===== src/smt_pkg.sv =====
package smt_pkg;
    localparam int unsigned CNT_W = 16;
    localparam int unsigned ADDR_W = 4;
    localparam int unsigned NUM_OUT = 4;

    // Register offsets
    localparam logic [3:0] OFF_CTRL0 = 4'h0;
    localparam logic [3:0] OFF_CTRL1 = 4'h1;
    localparam logic [3:0] OFF_OPTION = 4'h2;
    localparam logic [3:0] OFF_OUTCTL = 4'h3;
    localparam logic [3:0] OFF_CAPIO = 4'h4;
    localparam logic [3:0] OFF_TRIGIO = 4'h5;
    localparam logic [3:0] OFF_CCR0 = 4'h6;
    localparam logic [3:0] OFF_CCR1 = 4'h7;
    localparam logic [3:0] OFF_CCR2 = 4'h8;
    localparam logic [3:0] OFF_CCR3 = 4'h9;
    localparam logic [3:0] OFF_COUNT = 4'ha;

    // Field positions
    localparam int unsigned BIT_CE = 7;
    localparam int unsigned BIT_EST = 6;
    localparam int unsigned BIT_EEE = 5;
    localparam int unsigned MD_LSB = 0;
    localparam int unsigned MD_W = 3;
    localparam int unsigned BIT_CCS0 = 0;
    localparam int unsigned ES_LSB = 2;
    localparam logic [7:0] TRIGIO_MASK = 8'h0c;
    localparam logic [7:0] CAPIO_MASK = 8'h03;

    // Reset values and count limit
    localparam logic [15:0] CCR_RST = 16'h0000;
    localparam logic [15:0] CNT_MAX = 16'hffff;
    localparam logic [7:0] REG8_RST = 8'h00;

    // Edge selections
    localparam logic [1:0] EDGE_NONE = 2'h0;
    localparam logic [1:0] EDGE_RISE = 2'h1;
    localparam logic [1:0] EDGE_FALL = 2'h2;
    localparam logic [1:0] EDGE_BOTH = 2'h3;

    // Mode field encodings
    localparam logic [2:0] MD_INTERVAL = 3'h0;
    localparam logic [2:0] MD_EVENT = 3'h1;
    localparam logic [2:0] MD_EXTTRIG = 3'h2;
    localparam logic [2:0] MD_ONESHOT = 3'h3;
    localparam logic [2:0] MD_PWM = 3'h4;
    localparam logic [2:0] MD_FREERUN = 3'h5;
    localparam logic [2:0] MD_PWIDTH = 3'h6;

    typedef enum logic [1:0] {ST_IDLE, ST_WAIT_TRIG, ST_RUN} smt_state_t;

    typedef struct packed {
        logic ext_clock_enable;
        logic [2:0] mode;
    } smt_ctrl1_t;

    typedef struct packed {
        logic wr;
        logic rd;
        logic [3:0] addr;
        logic [15:0] wdata;
    } smt_bus_req_t;
endpackage : smt_pkg


===== src/smt_timer.sv =====
// The plain strobed port and the register offsets were chosen for this implementation.
`timescale 1ns/10ps
module smt_timer (
    input wire logic core_clk,
    input wire logic rst_n,
    input wire logic [smt_pkg::ADDR_W-1:0] reg_addr,
    input wire logic [15:0] reg_wdata,
    input wire logic reg_wr,
    input wire logic reg_rd,
    output logic [15:0] reg_rdata,
    input wire logic trigger_in_pin,
    input wire logic ext_clk_pin,
    output logic [smt_pkg::NUM_OUT-1:0] out_pin_q,
    output logic [smt_pkg::NUM_OUT-1:0] cmp_irq
);
    import smt_pkg::*;

    smt_bus_req_t req;
    assign req = '{wr: reg_wr, rd: reg_rd, addr: reg_addr, wdata: reg_wdata};

    // Input synchronisers and edge history
    logic [2:0] trig_sync_ff, nxt_trig_sync;
    logic [2:0] eclk_sync_ff, nxt_eclk_sync;

    always_comb begin
        nxt_trig_sync = {trig_sync_ff[1:0], trigger_in_pin};
        nxt_eclk_sync = {eclk_sync_ff[1:0], ext_clk_pin};
    end

    always_ff @(posedge core_clk) begin
        if (!rst_n) begin
            trig_sync_ff <= 3'h0;
            eclk_sync_ff <= 3'h0;
        end else begin
            trig_sync_ff <= nxt_trig_sync;
            eclk_sync_ff <= nxt_eclk_sync;
        end
    end

    logic trig_rise, trig_fall, eclk_rise;
    assign trig_rise = trig_sync_ff[1] & ~trig_sync_ff[2];
    assign trig_fall = ~trig_sync_ff[1] & trig_sync_ff[2];
    assign eclk_rise = eclk_sync_ff[1] & ~eclk_sync_ff[2];

    function automatic logic edge_hit(input logic [1:0] sel, input logic r, input logic f);
        case (sel)
            EDGE_RISE: edge_hit = r;
            EDGE_FALL: edge_hit = f;
            EDGE_BOTH: edge_hit = r | f;
            default: edge_hit = 1'b0;
        endcase
    endfunction : edge_hit

    // Software registers
    logic count_enable_ff, nxt_count_enable;
    smt_ctrl1_t ctrl1_ff, nxt_ctrl1;
    logic capcomp0_select_ff, nxt_capcomp0_select;
    logic [7:0] outctl_ff, nxt_outctl;
    logic [7:0] capio_ff, nxt_capio;
    logic [7:0] trigio_ff, nxt_trigio;
    logic [15:0] ccr_ff [NUM_OUT];
    logic [15:0] nxt_ccr [NUM_OUT];
    logic soft_trigger;

    // Counter engine state
    smt_state_t state_ff, nxt_state;
    logic [15:0] count_ff, nxt_count;
    logic [15:0] cmp_ff [NUM_OUT];
    logic [15:0] nxt_cmp [NUM_OUT];
    logic [NUM_OUT-1:0] raw_ff, nxt_raw;
    logic [NUM_OUT-1:0] irq_ff, nxt_irq;
    logic [NUM_OUT-1:0] pin_ff, nxt_pin;
    logic [15:0] rdata_ff, nxt_rdata;

    logic [2:0] mode;
    logic trig_mode, batch_mode, ccr0_capture;
    logic tick, trig_ok, cap_edge, cycle_end;
    logic [NUM_OUT-1:0] match;

    assign mode = ctrl1_ff.mode;
    assign trig_mode = (mode == MD_EXTTRIG) || (mode == MD_ONESHOT);
    assign batch_mode = (mode == MD_EXTTRIG) || (mode == MD_PWM);
    assign ccr0_capture = (mode == MD_PWIDTH) ||
                          ((mode == MD_FREERUN) && capcomp0_select_ff);
    assign soft_trigger = req.wr && (req.addr == OFF_CTRL1) && req.wdata[BIT_EST];
    assign trig_ok = trig_mode && (soft_trigger ||
                     edge_hit(trigio_ff[ES_LSB +: 2], trig_rise, trig_fall));
    assign cap_edge = edge_hit(capio_ff[1:0], trig_rise, trig_fall);
    // External count clock in event mode or when selected
    assign tick = (ctrl1_ff.ext_clock_enable || (mode == MD_EVENT)) ? eclk_rise : 1'b1;

    // Equality compare: a value passed over by a rewrite is simply missed
    genvar gi;
    generate
        for (gi = 0; gi < NUM_OUT; gi++) begin : g_match
            assign match[gi] = (state_ff == ST_RUN) && tick && (count_ff == cmp_ff[gi]);
        end
    endgenerate

    assign cycle_end = match[0] && !ccr0_capture && (mode != MD_FREERUN);

    // Register write path
    always_comb begin
        nxt_count_enable = count_enable_ff;
        nxt_ctrl1 = ctrl1_ff;
        nxt_capcomp0_select = capcomp0_select_ff;
        nxt_outctl = outctl_ff;
        nxt_capio = capio_ff;
        nxt_trigio = trigio_ff;
        for (int i = 0; i < NUM_OUT; i++) begin
            nxt_ccr[i] = ccr_ff[i];
        end
        if (req.wr) begin
            case (req.addr)
                OFF_CTRL0: nxt_count_enable = req.wdata[BIT_CE];
                OFF_CTRL1: begin
                    nxt_ctrl1.ext_clock_enable = req.wdata[BIT_EEE];
                    nxt_ctrl1.mode = req.wdata[MD_LSB +: MD_W];
                end
                OFF_OPTION: nxt_capcomp0_select = req.wdata[BIT_CCS0];
                OFF_OUTCTL: nxt_outctl = req.wdata[7:0];
                OFF_CAPIO: nxt_capio = req.wdata[7:0] & CAPIO_MASK;
                OFF_TRIGIO: nxt_trigio = req.wdata[7:0] & TRIGIO_MASK;
                OFF_CCR0: nxt_ccr[0] = req.wdata;
                OFF_CCR1: nxt_ccr[1] = req.wdata;
                OFF_CCR2: nxt_ccr[2] = req.wdata;
                OFF_CCR3: nxt_ccr[3] = req.wdata;
                default: ;
            endcase
        end
        // Capture overrides a same-cycle write so the event is not lost
        if (ccr0_capture && (state_ff == ST_RUN) && cap_edge) begin
            nxt_ccr[0] = count_ff;
        end
    end

    // Counter, compare buffers and outputs
    always_comb begin
        nxt_state = state_ff;
        nxt_count = count_ff;
        nxt_raw = raw_ff;
        nxt_irq = '0;
        for (int i = 0; i < NUM_OUT; i++) begin
            // Anytime write follows the register; batch write reloads at cycle end
            if (!batch_mode || (state_ff != ST_RUN) || cycle_end) begin
                nxt_cmp[i] = nxt_ccr[i];
            end else begin
                nxt_cmp[i] = cmp_ff[i];
            end
        end
        if (!count_enable_ff) begin
            nxt_state = ST_IDLE;
            nxt_count = '0;
            nxt_raw = '0;
        end else begin
            case (state_ff)
                ST_IDLE: begin
                    nxt_state = trig_mode ? ST_WAIT_TRIG : ST_RUN;
                    nxt_count = '0;
                end
                ST_WAIT_TRIG: begin
                    if (trig_ok) begin
                        nxt_state = ST_RUN;
                        nxt_count = '0;
                    end
                end
                ST_RUN: begin
                    if (trig_ok && (mode == MD_EXTTRIG)) begin
                        nxt_count = '0;
                        nxt_raw[NUM_OUT-1:1] = '0;
                    end else if (tick) begin
                        if (cycle_end) begin
                            nxt_count = '0;
                        end else begin
                            nxt_count = count_ff + 16'h0001;
                        end
                        if ((mode == MD_PWIDTH) && cap_edge) begin
                            nxt_count = '0;
                        end
                        case (mode)
                            MD_EXTTRIG, MD_PWM: begin
                                for (int k = 1; k < NUM_OUT; k++) begin
                                    if (match[k]) begin
                                        nxt_raw[k] = 1'b1;
                                    end
                                end
                                if (cycle_end) begin
                                    nxt_raw[NUM_OUT-1:1] = '0;
                                    nxt_raw[0] = ~raw_ff[0];
                                end
                            end
                            MD_ONESHOT: begin
                                if (match[1]) begin
                                    nxt_raw[1] = 1'b1;
                                end
                                if (match[0]) begin
                                    nxt_raw[1] = 1'b0;
                                    nxt_state = ST_WAIT_TRIG;
                                    nxt_count = '0;
                                end
                            end
                            default: begin
                                for (int k = 0; k < NUM_OUT; k++) begin
                                    if (match[k] && !(k == 0 && ccr0_capture)) begin
                                        nxt_raw[k] = ~raw_ff[k];
                                    end
                                end
                            end
                        endcase
                    end
                end
                default: nxt_state = ST_IDLE;
            endcase
        end
        for (int k = 0; k < NUM_OUT; k++) begin
            nxt_irq[k] = match[k] && !(k == 0 && ccr0_capture);
        end
    end

    // Pin drive: enable gates, level sets the idle level, and the active polarity on outputs 1 to 3 only
    generate
        for (gi = 0; gi < NUM_OUT; gi++) begin : g_pin
            if (gi == 0) begin : g_out0
                assign nxt_pin[gi] = outctl_ff[2*gi] ? nxt_raw[gi] : outctl_ff[2*gi+1];
            end else begin : g_outk
                assign nxt_pin[gi] = outctl_ff[2*gi] ?
                                     (nxt_raw[gi] ^ outctl_ff[2*gi+1]) :
                                     outctl_ff[2*gi+1];
            end
        end
    endgenerate

    // Read path, data one cycle after the strobe
    always_comb begin
        nxt_rdata = '0;
        if (req.rd) begin
            case (req.addr)
                OFF_CTRL0: nxt_rdata = {8'h00, count_enable_ff, 7'h00};
                OFF_CTRL1: nxt_rdata = {10'h000, ctrl1_ff.ext_clock_enable, 2'h0, ctrl1_ff.mode};
                OFF_OPTION: nxt_rdata = {15'h0000, capcomp0_select_ff};
                OFF_OUTCTL: nxt_rdata = {8'h00, outctl_ff};
                OFF_CAPIO: nxt_rdata = {8'h00, capio_ff};
                OFF_TRIGIO: nxt_rdata = {8'h00, trigio_ff};
                OFF_CCR0: nxt_rdata = ccr_ff[0];
                OFF_CCR1: nxt_rdata = ccr_ff[1];
                OFF_CCR2: nxt_rdata = ccr_ff[2];
                OFF_CCR3: nxt_rdata = ccr_ff[3];
                OFF_COUNT: nxt_rdata = count_ff;
                default: nxt_rdata = '0;
            endcase
        end
    end

    always_ff @(posedge core_clk) begin
        if (!rst_n) begin
            count_enable_ff <= 1'b0;
            ctrl1_ff <= '0;
            capcomp0_select_ff <= 1'b0;
            outctl_ff <= REG8_RST;
            capio_ff <= REG8_RST;
            trigio_ff <= REG8_RST;
            for (int i = 0; i < NUM_OUT; i++) begin
                ccr_ff[i] <= CCR_RST;
                cmp_ff[i] <= CCR_RST;
            end
            state_ff <= ST_IDLE;
            count_ff <= '0;
            raw_ff <= '0;
            irq_ff <= '0;
            pin_ff <= '0;
            rdata_ff <= '0;
        end else begin
            count_enable_ff <= nxt_count_enable;
            ctrl1_ff <= nxt_ctrl1;
            capcomp0_select_ff <= nxt_capcomp0_select;
            outctl_ff <= nxt_outctl;
            capio_ff <= nxt_capio;
            trigio_ff <= nxt_trigio;
            for (int i = 0; i < NUM_OUT; i++) begin
                ccr_ff[i] <= nxt_ccr[i];
                cmp_ff[i] <= nxt_cmp[i];
            end
            state_ff <= nxt_state;
            count_ff <= nxt_count;
            raw_ff <= nxt_raw;
            irq_ff <= nxt_irq;
            pin_ff <= nxt_pin;
            rdata_ff <= nxt_rdata;
        end
    end

    assign reg_rdata = rdata_ff;
    assign out_pin_q = pin_ff;
    assign cmp_irq = irq_ff;
endmodule : smt_timer


===== config.mk =====
export PLATFORM = sky130hd
export DESIGN_NAME = smt_timer
export DESIGN_NICKNAME = d
export VERILOG_FILES = /design/src/smt_pkg.sv /design/src/smt_timer.sv
export SDC_FILE = /design/constraint.sdc
export NUM_CORES = 1
export LEC_CHECK = 0
export ABC_AREA = 1
export BUFFER_PORTS_ARGS = -buffer_cell sky130_fd_sc_hd__buf_2
export CORE_ASPECT_RATIO = 2
export CORE_MARGIN = 4
export CORE_UTILIZATION = 27
export CTS_BUF_LIST = sky130_fd_sc_hd__clkbuf_4
export CTS_CLUSTER_SIZE = 28
export DETAILED_ROUTE_END_ITERATION = 12
export GPL_TIMING_DRIVEN = 1
export PLACE_DENSITY = 0.38
export SYNTH_ARGS = -nofsm -noshare
export SYNTH_HDL_FRONTEND = slang
export SYNTH_SLANG_ARGS = --single-unit

===== constraint.sdc =====
create_clock -name core_clk -period 2.7 [get_ports core_clk]
set_input_delay 0.405 -clock core_clk [delete_from_list [all_inputs] [get_ports core_clk]]
set_output_delay 0.405 -clock core_clk [all_outputs]
set_load 0.1 [all_outputs]

* Yosys cells after proc, flatten, opt, wreduce, memory -nomap -nowiden
Memory sizes are Yosys's and may differ from the RTL's.
Cells that the tools add are included.
** Cells by class
- Divide/modulo/power cells :: 0
- Order comparisons :: 0
- $add $sub $neg :: 1
- Multiply operators :: 0
- Eq/ne operators :: 36
- Reduce and logical (&&, ||, !) cells :: 38
- Mux-type cells :: 60
- Bitwise operators :: 22
- Shifts and indexed selects :: 0
** Operators with widths (number)
- $mux 16 :: 24
- $pmux 16 s11 :: 1
- $eq 16x16->1 :: 4
- $mux 64 :: 1
- $pmux 16 s3 :: 1
- $add 16x1->16 const B :: 1
- $eq 4x3->1 const B :: 4
- $mux 1 :: 16
- $mux 4 :: 4
- $reduce_and 2->1 :: 8
- $logic_and 1x1->1 :: 15
- $eq 4x4->1 const B :: 3
- $mux 2 :: 6
- $ne 2x2->1 const B :: 6
- $eq 2x2->1 const B :: 5
- $eq 3x3->1 const B :: 3
- $or 1x1->1 :: 9
- $eq 4x2->1 const B :: 2
- $logic_or 1x1->1 :: 7
- $not 1->1 :: 7
- $eq 2x1->1 const B :: 3
- $eq 3x2->1 const B :: 2
- $pmux 1 s3 :: 2
- $pmux 2 s3 :: 1
- other kinds (16) :: 22
** Storage, ports and cells
- Register bits after elaboration :: 70
- Memory bits (writable) :: 128
- Output and inout bits :: 24
- Memory bits (read-only) :: 0
- Bits of input ports :: 26
- Bits in latches :: 0
- Word-level logic and storage cells :: 174
- Memories :: 2
** Memory list
- ccr_ff :: depth 4, bits a word 16, rd ports 4, clocked after Yosys merged registers in 0, wr ports 4, RTL line smt_timer.sv:61 : logic [15:0] ccr_ff [NUM_OUT];
- cmp_ff :: depth 4, bits a word 16, rd ports 4, clocked after Yosys merged registers in 0, wr ports 4, RTL line smt_timer.sv:68 : logic [15:0] cmp_ff [NUM_OUT];

* Logic depth before layout (Yosys ltp)
- Word-level depth :: 15
- Mapped depth :: 18
- Gate-level depth less buffers :: 17

* Worst setup path after synthesis
No wires, ideal clock.
- Kind :: register to register
- From :: register count_ff[10]
- To :: register pin_ff[1], in the netlist out_pin_q[1]
- Setup slack :: 0.736 ns
- Library setup time :: 0.115 ns
- Data required time :: 2.585 ns
- Cell stages (with the launch flop) :: 15
- Arrival :: 1.849 ns
- Path buffers :: 0
- Cell sequence :: dfxtp_1 > inv_1 > or2_2 > nand3_1 > nor4_1 > nand4_1 > ha_1 > nand3_1 > nand2_1 > inv_1 > nand3_1 > nand2_1 > nand2_1 > a21oi_1 > nor2_1
** On the way
- Cells in the longest elaborated chain, start to end :: 12
- Elaborated cells between the ends (all ways) :: 17
- Classes of those cells :: eq/ne: 2; mux: 10; bitwise: 1; reduce/logical: 4
** Ends and longest elaborated chain
- from (decl) :: RTL line smt_timer.sv:67 : logic [15:0] count_ff, nxt_count;
- from (signal assigned) :: RTL line smt_timer.sv:284 : count_ff <= nxt_count;
- $eq 16x16->1 :: RTL line smt_timer.sv:96 : assign match[gi] = (state_ff == ST_RUN) && tick && (count_ff == cmp_ff[gi]);
- $logic_and 1x1->1 :: RTL line smt_timer.sv:96
- $logic_and 1x1->1 (2 in a row) :: RTL line smt_timer.sv:100 : assign cycle_end = match[0] && !ccr0_capture && (mode != MD_FREERUN);
- $mux 4 :: RTL line smt_timer.sv:187 : if (cycle_end) begin
- $pmux 1 s2 * :: RTL line smt_timer.sv:180 : case (mode)
- $mux 4 * :: RTL line smt_timer.sv:171 : end else if (tick) begin
- $mux 3 * :: RTL line smt_timer.sv:168 : if (trig_ok && (mode == MD_EXTTRIG)) begin
- $mux 4 * :: RTL line smt_timer.sv:156 : case (state_ff)
- $mux 4 * :: RTL line smt_timer.sv:151 : if (!count_enable_ff) begin
- $xor 1x1->1 * :: RTL line smt_timer.sv:227 : (nxt_raw[gi] ^ outctl_ff[2*gi+1]) :
- $mux 1 * :: RTL line smt_timer.sv:226 : assign nxt_pin[gi] = outctl_ff[2*gi] ?
- to (signal assigned) :: RTL line smt_timer.sv:287 : pin_ff <= nxt_pin;
- to (decl) :: RTL line smt_timer.sv:72 : logic [NUM_OUT-1:0] pin_ff, nxt_pin;
Every way passes the cells marked *; elsewhere a longest branch is shown, timed or not.
A chain may end at the register's enable or synchronous reset.

* Worst setup path in the final report
- From :: register count_ff[3]
- To :: register pin_ff[3], in the netlist out_pin_q[3]
** On the way
- Cells in the longest elaborated chain, start to end :: 12
- Elaborated cells between the ends (all ways) :: 16
- Classes of those cells :: eq/ne: 2; mux: 9; bitwise: 1; reduce/logical: 4
** Ends and longest elaborated chain (RTL line)
- $eq 16x16->1 :: smt_timer.sv:96
- $logic_and 1x1->1 :: smt_timer.sv:96
- $logic_and 1x1->1 (2 in a row) :: smt_timer.sv:100
- $mux 4 :: smt_timer.sv:187
- $pmux 2 s2 * :: smt_timer.sv:180
- $mux 4 * :: smt_timer.sv:171
- $mux 3 * :: smt_timer.sv:168
- $mux 4 * :: smt_timer.sv:156
- $mux 4 * :: smt_timer.sv:151
- $xor 1x1->1 * :: smt_timer.sv:227
- $mux 1 * :: smt_timer.sv:226
Marks and branches as above.

==> out/metrics.cfg <==
[status]
outcome=finished clean

[timing]
maxSlewHeadroom_pct=45.7
fmax_mhz=401
worst_slew_pin_slew_ps=813
skew_ps=38.7
finalCritPeriodShare_pct=92.3
hold_violations=0
hold_ws_ps=78.1
setup_tns_ps=0
rsz0062_at_grt=no
setup_violations=0
drv_slew=0
finalCriticalPeriod_ps=2490
postLayoutSetupSlackWorst_ps=207

[clock_network]
cts_tree=built
cts_root_buffer=clkbuf_4
cts.sinks=198
numCtsBuffers=17
clkLatencyLatePin_ps=650
cts.clk_slew.worst_paths_ps=170
htree_num_levels=4
post_cts_buffers=0
cts.path.max_buffers=2

[routing]
drtIter0Drc=558
via_count=8265
finalWirelength_mm=36.7
ant_nets=0
drc=0
wl_per_cell_um=21.3
dr.pass1.iters=5
vias_per_cell=4.80

[yosys]
mappedNetlistNets=1247
synthTopCellsByArea=dfxtp_1 (44%), nand2_1 (7.2%), a21oi_1 (5.7%)
synth.top_cell.area_share_pct=43.8
syn_inst=1215
synth.cell_area_um2=9040
yosysWarnings=0
avgSynthCellArea_um2=7.44
yosys.area.top_type=dfxtp_1
ys_ff_latch=198
synth_cell_type_count=44
yosysSeqAreaShare_pct=43.8

[job]
drv_cap=0

[placed_design]
numPortBuffers=49
hpwl_mm=27.9
pre_cts_ws_ps=-77.6
gp_congestion=0.864

[floorplan]
ioPinCount=50
start_util_pct=27.4
core_um2=33000
die_w_um=137
die_y_um=267
rows=94
die_area_um2=36700

[cells_and_area]
area_growth_pct=14.8
drive_gt1_share_pct=16.1
postLayoutCoreUtil_pct=31.4
final_nets=1307

[worst_hold_path]
hp-start=reg_wdata[4]
hold_depth=3
hp-class=input port to flip-flop
holdPathEnd=outctl_ff[4]

[power_and_ir_drop]
ir_drop_mv=0.214
p_per_area_nw_per_um2=503
power_uw=5220
p_leak_uw=0.00433

[critical_path]
worst_ep_required_time_ps=3250
r2r_cells=15
cpMaxStageDelayCell=dfxtp_2
rrSetupSlack_ps=210
crit_type=flip-flop to flip-flop
reg2reg_from=count_ff[3]
r2r_end=out_pin_q[3]
slowest_delay_ps=410
worstPathMaxFanout=7
start_kind=flip-flop
crit_path_end_kind=flip-flop
arrival_ps=3050
crit_chain=inv_1, or2_2, nand3_1, nor3_1, nand4_1, ha_1, nand3_1, nand2_1, inv_1, nand3_1, nand2_1, nand2_1, nand3_1, nand2_1, nor2_1

[grt]
grt_max_degree=49
grt_pass1_vias=8369
grt_overflow_total=0
grt_pass1_wl_mm=54.1
antenna_found_initial=1
grt_use_total_pct=20.4

==> power by group <==
| part | switching [uW] | internal (uW) | leakage (uW) | total (uW) |
|---|---|---|---|---|
| combinational | 286 | 123 | 0.00256 | 409 |
| clock | 1120 | 688 | 0.000166 | 1810 |
| sequential | 32.3 | 2970 | 0.00161 | 3010 |
==> worst max-delay path: cells and delay by family, from the launching register on <==
family,cells,cell delay [ps]
DFF,1,410
and+or+nand+nor,12,1400
adders and majority gates,1,330
buffers and inverters,2,270
==> logic make-up (layout without fill, tap and decap cells) <==
kind of cell	after synthesis	after routing	synth area share, %
DFF	198	198	43.8
and+or+nand+nor	430	430	21.3
adders and majority gates	6	6	0.830
xor gates and xnor gates	52	52	5.04
AOI/OAI and AO/OA	324	324	19.4
buffers and inverters	205	278	9.63
other	0	1	0
==> synthesized netlist by cell type (all sizes together) <==
cell / n
clkbuf: 42
o311ai: 1
nor3: 14
buf: 31
nand2: 182
a221oi: 1
xnor2: 33
dfxtp: 198
nand3: 75
o21ai: 162
a211oi: 10
a31oi: 4
inv: 132
nor4: 5
o31ai: 2
xor2: 19
nor2: 125
a21oi: 103
nand4: 12
nor3b: 7
o211ai: 1
o22ai: 33
ha: 6
or2: 10
a21boi: 1
a2111oi: 3
o221ai: 3
==> through the flow <==
step / area (um^2) / std cells
4_1_cts: 10300 / 1720
2_1_floorplan: 9040 / 1215
3_3_place_gp: 10000 / 1686
3_5_place_dp: 10000 / 1686
6_report: 10400 / 1721
5_1_grt: 10400 / 1721
==> registers in the layout, indices dropped and copies added, names as in the netlist <==
name / cells
ctrl1_ff: 1
count_ff: 16
out_pin_q: 4
raw_ff: 4
reg_rdata: 16
cmp_irq: 4
eclk_sync_ff: 3
trigio_ff: 2
outctl_ff: 8
count_enable_ff: 1
mode: 3
capcomp0_select_ff: 1
capio_ff: 2
trig_sync_ff: 3
state_ff: 2
cmp_ff: 64
ccr_ff: 64
==> routing by layer <==
metal | track usage [%] | vias up | share of wire (%)
li1 | - | 4148 | -
met1 | 20.1 | 3858 | 36
met2 | 39.5 | 195 | 56
met3 | 3.07 | 64 | 2.7
met4 | 11.2 | 0 | 5.8
met5 | 0 | - | 0
==> timing repair <==
item	4_1_cts	5_1_grt
hold buffers	2	0
endpoints found under the setup margin	2	3
endpoints found under the hold margin	2	0
gates resized for setup	3	11
==> worst max path at each step <==
stage / depth (start not counted) / to / from
after global placement: 14 / out_pin_q[3] / count_ff[9]
after global routing: 14 / out_pin_q[3] / count_ff[8]
after floorplan: 14 / out_pin_q[1] / count_ff[10]
final: 15 / out_pin_q[3] / count_ff[3]
after detailed placement: 14 / out_pin_q[3] / count_ff[9]
after CTS: 14 / out_pin_q[1] / count_ff[15]
==> cell usage in the layout, fill, tap and decap left out, types with 3 or more instances in the layout <==
| master | count |
|---|---|
| dfxtp_1 | 188 |
| nand2_1 | 174 |
| nor2_1 | 119 |
| inv_1 | 117 |
| a21oi_1 | 103 |
| o21ai_0 | 98 |
| nand3_1 | 74 |
| o21ai_1 | 62 |
| buf_4 | 57 |
| buf_2 | 49 |
| xnor2_1 | 33 |
| o22ai_1 | 32 |
| clkbuf_4 | 21 |
| xor2_1 | 19 |
| inv_2 | 14 |
| nand4_1 | 11 |
| nor3_1 | 11 |
| or2_2 | 10 |
| dfxtp_2 | 10 |
| a211oi_1 | 8 |
| nand2_2 | 7 |
| ha_1 | 6 |
| buf_12 | 6 |
| nor3b_1 | 5 |
| a31oi_1 | 4 |
| nor2_4 | 3 |
| nor2_2 | 3 |
| a2111oi_0 | 3 |
| o221ai_1 | 3 |
| inv_6 | 3 |
| bufinv_16 | 3 |
==> final cells by class <==
type                            count  area, um^2
Fill cell                        3621       22700
Timing Repair Buffer              114         813
Multi-Input combinational cell    812        4250
Antenna cell                        1        2.50
Clock buffer                       21         158
Sequential cell                   198        3980
Inverter                          132         498
Tap cell                          432         541
Clock inverter                     11         146
Power figures use the tool's default switching activity.
